<file path="config.mk">
export PLATFORM = sky130hd
export DESIGN_NAME = pwpg_ctrl
export DESIGN_NICKNAME = d
export VERILOG_FILES = /design/src/pwpg_pkg.sv /design/src/pwpg_ctrl.sv
export SDC_FILE = /design/constraint.sdc
export NUM_CORES = 1
export LEC_CHECK = 0
export ABC_AREA = 1
export BUFFER_PORTS_ARGS = -buffer_cell sky130_fd_sc_hd__buf_4
export CORE_MARGIN = 2
export CORE_UTILIZATION = 49
export CTS_BUF_LIST = sky130_fd_sc_hd__clkbuf_16
export DETAILED_ROUTE_END_ITERATION = 16
export PLACE_DENSITY = 0.86
export SLEW_MARGIN = 40
export SYNTH_ARGS = -nofsm -noshare
export SYNTH_HDL_FRONTEND = slang
export SYNTH_SLANG_ARGS = --single-unit
</file>
<file path="constraint.sdc">
create_clock -name ref_clk -period 1.85 [get_ports ref_clk]
set_input_delay 0.37 -clock ref_clk [delete_from_list [all_inputs] [get_ports ref_clk]]
set_output_delay 0.37 -clock ref_clk [all_outputs]
set_load 0.05 [all_outputs]
</file>
<file path="src/pwpg_pkg.sv">
// pwpg_pkg: offsets, bit layout and reset values of the write-protect group
// assumes a 32-bit register port with byte addresses
package pwpg_pkg;
    localparam int          DATA_W          = 32;
    localparam logic [7:0]  OFS_CLEAR       = 8'h00;
    localparam logic [7:0]  OFS_SET         = 8'h04;
    localparam logic [31:0] PROT_RESET      = 32'h00800000;
    localparam logic [31:0] PROT_MASK       = 32'h008ffffe;
    localparam int          EVENT_POS       = 1;
    localparam int          SERIAL_LO       = 2;
    localparam int          SERIAL_N        = 6;
    localparam int          TIMER_LO        = 8;
    localparam int          TIMER_N         = 8;
    localparam int          ADC_POS         = 16;
    localparam int          COMPARATOR_POS  = 17;
    localparam int          DAC_POS         = 18;
    localparam int          TOUCH_POS       = 19;

    // per-peripheral protected flags
    typedef struct packed {
        logic       touch_unit_bit;
        logic       dac_unit_bit;
        logic       comparator_unit_bit;
        logic       adc_unit_bit;
        logic [7:0] timer_unit_bits;
        logic [5:0] serial_unit_bits;
        logic       event_router_bit;
    } pwpg_prot_t;

    // one register port request
    typedef struct packed {
        logic [7:0]  addr;
        logic [31:0] wdata;
        logic        wr;
        logic        rd;
    } pwpg_req_t;
endpackage

</file>
<file path="src/pwpg_ctrl.sv">
// pwpg_ctrl: access_controller write-protect state for analog, timer,
// serial and event units, with clear and set registers
// assumes one-cycle strobes, never both at once, read data one cycle later
//
// Design decision made here: strobed register access.
`timescale 1ns/100ps

module pwpg_ctrl #(
    parameter int ADDR_W = 8
) (
    input  wire logic              ref_clk,    // system clock
    input  wire logic              rstn,       // async reset, active low
    input  wire logic [ADDR_W-1:0] regAddr,    // byte address
    input  wire logic [31:0]       regWdata,   // write data
    input  wire logic              regWr,      // write strobe
    input  wire logic              regRd,      // read strobe
    output logic [31:0]            regRdata,   // read data, cycle after strobe
    output pwpg_pkg::pwpg_prot_t   protFlags   // per-peripheral protected
);
    // offsets 0x00 and 0x04 need three address bits, decode sees eight
    if (ADDR_W < 3 || ADDR_W > 8) begin : g_addr_w_check
        $error("pwpg_ctrl: ADDR_W must be 3 to 8");
    end

    // exact match of one register offset
    function automatic logic offsetHit(
        input logic [7:0] addr,
        input logic [7:0] ofs
    );
        return (addr == ofs);
    endfunction

    // only bits with a peripheral behind them, plus bit 23, are stored
    function automatic logic [31:0] storable(
        input logic [31:0] data
    );
        return data & pwpg_pkg::PROT_MASK;
    endfunction

    // per-peripheral flags picked out of the state word
    function automatic pwpg_pkg::pwpg_prot_t flagsOf(
        input logic [31:0] state
    );
        pwpg_pkg::pwpg_prot_t f;
        f.event_router_bit    = state[pwpg_pkg::EVENT_POS];
        f.serial_unit_bits    = state[pwpg_pkg::SERIAL_LO +: pwpg_pkg::SERIAL_N];
        f.timer_unit_bits     = state[pwpg_pkg::TIMER_LO +: pwpg_pkg::TIMER_N];
        f.adc_unit_bit        = state[pwpg_pkg::ADC_POS];
        f.comparator_unit_bit = state[pwpg_pkg::COMPARATOR_POS];
        f.dac_unit_bit        = state[pwpg_pkg::DAC_POS];
        f.touch_unit_bit      = state[pwpg_pkg::TOUCH_POS];
        return f;
    endfunction

    logic [31:0]          prot_r;
    logic [31:0]          prot_nxt;
    logic [31:0]          rdata_r;
    logic [31:0]          rdata_nxt;
    pwpg_pkg::pwpg_prot_t flags_r;
    pwpg_pkg::pwpg_prot_t flags_nxt;
    logic                 first_r;
    pwpg_pkg::pwpg_req_t  req;
    logic                 hitClear;
    logic                 hitSet;

    // request bundle: address widened to decode width, data, strobes
    assign req      = {8'(regAddr), regWdata, regWr, regRd};
    assign hitClear = offsetHit(req.addr, pwpg_pkg::OFS_CLEAR);
    assign hitSet   = offsetHit(req.addr, pwpg_pkg::OFS_SET);

    always_comb begin
        prot_nxt  = prot_r;
        rdata_nxt = '0;
        if (req.wr && hitClear) begin
            prot_nxt = prot_r & ~storable(req.wdata);
        end
        if (req.wr && hitSet) begin
            prot_nxt = prot_r | storable(req.wdata);
        end
        if (req.rd && (hitClear || hitSet)) begin
            rdata_nxt = prot_r;
        end
        // flags move on the same edge as the state
        flags_nxt = flagsOf(prot_nxt);
    end

    always_ff @(posedge ref_clk or negedge rstn) begin
        if (!rstn) begin
            prot_r  <= pwpg_pkg::PROT_RESET;
            rdata_r <= '0;
            flags_r <= '0;
            first_r <= 1'h1;
        end else begin
            prot_r  <= prot_nxt;
            rdata_r <= rdata_nxt;
            flags_r <= flags_nxt;
            first_r <= 1'h0;
        end
    end

    assign regRdata  = rdata_r;
    assign protFlags = flags_r;

    a_zero_write_keep: assert property (@(posedge ref_clk) disable iff (!rstn)
        regWr |=> ((prot_r & ~$past(regWdata)) == ($past(prot_r) & ~$past(regWdata))))
        else $error("zero write changed protection");

    a_clear_removes: assert property (@(posedge ref_clk) disable iff (!rstn)
        (regWr && hitClear) |=> ((prot_r & $past(regWdata)) == 32'h00000000))
        else $error("clear did not remove protection");

    a_set_enables: assert property (@(posedge ref_clk) disable iff (!rstn)
        (regWr && hitSet) |=> ((prot_r & $past(regWdata) & pwpg_pkg::PROT_MASK)
                               == ($past(regWdata) & pwpg_pkg::PROT_MASK)))
        else $error("set did not enable protection");

    a_read_state: assert property (@(posedge ref_clk) disable iff (!rstn)
        (regRd && (hitClear || hitSet)) |=> (regRdata == $past(prot_r)))
        else $error("read data differs from protection state");

    a_read_unmapped: assert property (@(posedge ref_clk) disable iff (!rstn)
        !(regRd && (hitClear || hitSet)) |=> (regRdata == 32'h00000000))
        else $error("read data not zero without mapped read");

    a_timer_map: assert property (@(posedge ref_clk) disable iff (!rstn)
        protFlags.timer_unit_bits == prot_r[15:8])
        else $error("timer flags misplaced");

    a_serial_map: assert property (@(posedge ref_clk) disable iff (!rstn)
        protFlags.serial_unit_bits == prot_r[7:2])
        else $error("serial flags misplaced");

    a_reset_value: assert property (@(posedge ref_clk) disable iff (!rstn)
        first_r |-> (prot_r == 32'h00800000))
        else $error("wrong reset protection value");

    a_analog_map: assert property (@(posedge ref_clk) disable iff (!rstn)
        !first_r |-> ({protFlags.touch_unit_bit, protFlags.dac_unit_bit,
                       protFlags.comparator_unit_bit, protFlags.adc_unit_bit,
                       protFlags.event_router_bit}
                      == {prot_r[19:16], prot_r[1]}))
        else $error("analog or event flag misplaced");

    a_idle_stable: assert property (@(posedge ref_clk) disable iff (!rstn)
        !regWr |=> $stable(prot_r))
        else $error("protection changed without write");

    a_clear_only_drops: assert property (@(posedge ref_clk) disable iff (!rstn)
        (regWr && hitClear) |=> ((prot_r & ~$past(prot_r)) == 32'h00000000))
        else $error("clear raised a protection bit");

    a_set_only_adds: assert property (@(posedge ref_clk) disable iff (!rstn)
        (regWr && hitSet) |=> (($past(prot_r) & ~prot_r) == 32'h00000000))
        else $error("set dropped a protection bit");

    a_unmapped_write: assert property (@(posedge ref_clk) disable iff (!rstn)
        (regWr && !hitClear && !hitSet) |=> $stable(prot_r))
        else $error("unmapped write changed protection");

    a_read_keeps: assert property (@(posedge ref_clk) disable iff (!rstn)
        (regRd && !regWr) |=> $stable(prot_r))
        else $error("read changed protection");

    a_read_pulse: assert property (@(posedge ref_clk) disable iff (!rstn)
        (regRdata != 32'h00000000) |-> $past(regRd))
        else $error("read data without read strobe");

    a_unused_zero: assert property (@(posedge ref_clk) disable iff (!rstn)
        (prot_r & ~pwpg_pkg::PROT_MASK) == 32'h00000000)
        else $error("unused protection bit set");

    a_flags_idle: assert property (@(posedge ref_clk) disable iff (!rstn)
        !regWr |=> $stable(protFlags))
        else $error("flags changed without write");

    a_reset_flags: assert property (@(posedge ref_clk) disable iff (!rstn)
        first_r |-> (protFlags == 19'h00000))
        else $error("flag protected after reset");

    a_timer_low_set: assert property (@(posedge ref_clk) disable iff (!rstn)
        (regWr && hitSet && regWdata[8]) |=> protFlags.timer_unit_bits[0])
        else $error("timer zero not protected by bit eight");

    a_timer_high_clear: assert property (@(posedge ref_clk) disable iff (!rstn)
        (regWr && hitClear && regWdata[15]) |=> !protFlags.timer_unit_bits[7])
        else $error("timer seven not released by bit fifteen");

    a_serial_low_set: assert property (@(posedge ref_clk) disable iff (!rstn)
        (regWr && hitSet && regWdata[2]) |=> protFlags.serial_unit_bits[0])
        else $error("serial zero not protected by bit two");

    a_serial_high_clear: assert property (@(posedge ref_clk) disable iff (!rstn)
        (regWr && hitClear && regWdata[7]) |=> !protFlags.serial_unit_bits[5])
        else $error("serial five not released by bit seven");

    a_event_set: assert property (@(posedge ref_clk) disable iff (!rstn)
        (regWr && hitSet && regWdata[1]) |=> protFlags.event_router_bit)
        else $error("event router not protected by bit one");

    a_adc_set: assert property (@(posedge ref_clk) disable iff (!rstn)
        (regWr && hitSet && regWdata[16]) |=> protFlags.adc_unit_bit)
        else $error("converter not protected by bit sixteen");

    a_touch_clear: assert property (@(posedge ref_clk) disable iff (!rstn)
        (regWr && hitClear && regWdata[19]) |=> !protFlags.touch_unit_bit)
        else $error("touch unit not released by bit nineteen");

    a_dac_set: assert property (@(posedge ref_clk) disable iff (!rstn)
        (regWr && hitSet && regWdata[18]) |=> protFlags.dac_unit_bit)
        else $error("output converter not protected by bit eighteen");
endmodule // pwpg_ctrl

</file>
==> results.sh <==
export IMPL_cts_htree_levels=2
export IMPL_timing_max_transition_violations_final=0
export IMPL_leakage_uw=0.00129
export IMPL_cp_data_required_time_ns=2.05
export IMPL_tritoncts="built"
export IMPL_drc_errors=0
export IMPL_drt_wirelength_per_cell_um=11.4
export IMPL_clock_pin_slew_of_the_registers_on_the_worst_case_setup_and_hold_paths_ns=0.05
export IMPL_area_of_the_die_um2=4540
export IMPL_worst_setup_path_start_kind="input port"
export IMPL_effective_utilization_at_floorplan=0.500
export IMPL_synthMostInstantiatedCell="nand2_1"
export IMPL_synth_cell_types=15
export IMPL_worst_clock_skew_ns=0.00198
export IMPL_antenna_found_initial=0
export IMPL_final_setup_viol_count=0
export IMPL_place_gp_congestion=0.692
export IMPL_period_minus_slack_ns=1.24
export IMPL_rrSetupSlack_ns=1.11
export IMPL_max_clock_path_buffers=2
export IMPL_critical_path_endpoint_type="register"
export IMPL_routed_via_count=1481
export IMPL_setup_total_negative_slack_ns=0
export IMPL_cts_root_buffer="clkbuf_16"
export IMPL_final_setup_worst_slack_ns=0.606
export IMPL_n_antenna_cell=0
export IMPL_final_nets=316
export IMPL_place_detailed_hpwl_mm=2.62
export IMPL_r2r_worst_path_cells=2
export IMPL_yosysTopAreaCell="dfrtp_1"
export IMPL_clock_insertion_delay_worst_skew_ns=0.27
export IMPL_num_fill_cells=343
export IMPL_critPathKind="input port to register"
export IMPL_detailedRoute_firstPassIterationCount=4
export IMPL_cts_repair_timing_setup_buffer_count=0
export IMPL_critical_path_reg2reg_endpoint="regRdata[23]"
export IMPL_worst_hold_path_type="input port to asynchronous set/reset pin"
export IMPL_core_area_um2=3940
export IMPL_post_layout_total_power_uw=1980
export IMPL_worst_hold_slack_ns=0.0627
export IMPL_num_rows=23
export IMPL_synth_main_ff_cell="dfrtp_1"
export IMPL_die_h_um=67.4
export IMPL_drt_vias_per_instance=4.59
export IMPL_ys_warnings_count=0
export IMPL_cts_inserted_buffers=5
export IMPL_grt_first_pass_wirelength_mm=5.69
export IMPL_place_worst_setup_slack_ns=0.317
export IMPL_postSynthAreaPerCell_um2=8.87
export IMPL_final_util=0.619
export IMPL_power_per_cell_area_nw_per_um2=812
export IMPL_timing_critical_path_arrival_ns=1.45
export IMPL_maxClockFrequency_mhz=804
export IMPL_async_flop_share=1.00
export IMPL_netlist_top_cells_count="nand2_1, nand3_1, dfrtp_1"
export IMPL_fin_crit_sh=0.672
export IMPL_rr_startpoint="prot_r[23]"
export IMPL_port_buffers=70
export IMPL_synthesis_instances=222
export IMPL_combined_area_of_all_synthesized_cells_um2=1970
export IMPL_die_width_um=67.4
export IMPL_grt_start_max_net_pins=41
export IMPL_synth_largest_type_area_fraction=0.496
export IMPL_yosys_register_bits=40
export IMPL_post_synth_main_area_contributors="dfrtp_1, buf_4, nand3_1, nand2_1, nor2_2"
export IMPL_track_usage=0.170
export IMPL_drv_cap=0
export IMPL_grt_pass1_vias=1318
export IMPL_vdd_ir_drop_max_uv=362
export IMPL_synth_enable_flop_cells=0
export IMPL_area_growth_pct=23.9
export IMPL_hold_viol=0
export IMPL_postCtsHoldBufs=0
export IMPL_ioPinCount=95
export IMPL_cts_resized=0
export IMPL_final_layout_size_suffix_gt1_frac=0.385
export IMPL_antenna_left=0
export IMPL_globalRoute_totalOverflow=0
export IMPL_detail_route_wirelength_mm=3.68
export IMPL_detail_route_iter0_violations=110
export IMPL_post_synthesis_sequential_area_ratio=0.509
export IMPL_numClockSinks=40
export IMPL_run_status="completed"
export IMPL_crit_path_max_fanout=11
export IMPL_grt_setup_unrepaired="no"
==> cells in the final DEF, fill, tap and decap left out <==
master / instances
clkbuf_16: 5
nor2_1: 5
buf_4: 73
nand2_2: 3
nand2_1: 45
nand3_1: 40
dfstp_2: 1
nor2_2: 19
inv_2: 2
dfrtp_1: 39
conb_1: 12
nor2_4: 2
clkinv_1: 1
inv_1: 26
==> where the power goes <==
part           internal, uW  total (uW)  switching (uW)
combinational          81.2         283             202
clock                   484         783             299
sequential              898         914            16.8
total                  1460        1980             518
==> final cells by class <==
type,count,area (um2),share of cell area
Sequential cell,40,1000,0.411
Tap cell,50,62.6,0.0256
Timing Repair Buffer,73,548,0.225
Clock inverter,3,11.3,0.00462
Clock buffer,5,125,0.0513
Inverter,26,97.6,0.0400
Multi-Input combinational cell,126,593,0.243
==> critical path, stage by stage <==
cell and delay, ns:
buf_4 0.11, nor2_1 0.09, nand2_1 0.09, inv_2 0.07, nand2_2 0.06, nand2_2 0.07
nand2_2 0.22, buf_4 0.27, nor2_2 0.09
==> metrics by stage <==
step | area (um2) | instances
2_1_floorplan | 2010 | 233
3_3_place_gp | 2300 | 315
3_5_place_dp | 2300 | 315
4_1_cts | 2440 | 323
5_1_grt | 2440 | 323
6_report | 2440 | 323
==> layer usage <==
| metal | track usage | vias to the layer above | share of wire |
|---|---|---|---|
| met5 | 0 | - | 0 |
| met4 | 0.0842 | 0 | 0.020 |
| met3 | 0.0250 | 7 | 0.049 |
| met2 | 0.311 | 50 | 0.55 |
| met1 | 0.191 | 694 | 0.38 |
| li1 | - | 730 | - |
==> cell families after synthesis <==
logic type,after synthesis,share of synthesized area
other,1,0.00190
DFF,40,0.509
and+or+nand+nor,114,0.278
buffers and inverters,67,0.211
==> how the worst max path moves through the flow <==
stage | from | to | slack, ns | cells after the start
final | regAddr[7] | regRdata[14] | 0.61 | 9
after global routing | regAddr[5] | regRdata[9] | 0.51 | 9
after CTS | regAddr[5] | regRdata[14] | 0.60 | 9
after detailed placement | regAddr[7] | regRdata[14] | 0.32 | 9
after global placement | regAddr[5] | regRdata[6] | 0.36 | 9
after floorplan | regAddr[7] | protFlags[12] | 0.76 | 7
==> flip-flops by register name, summed over array words and instances, names as in the netlist <==
register   flops
regRdata      20
protFlags     12
prot_r         8
(Power assumes the default switching activity.)
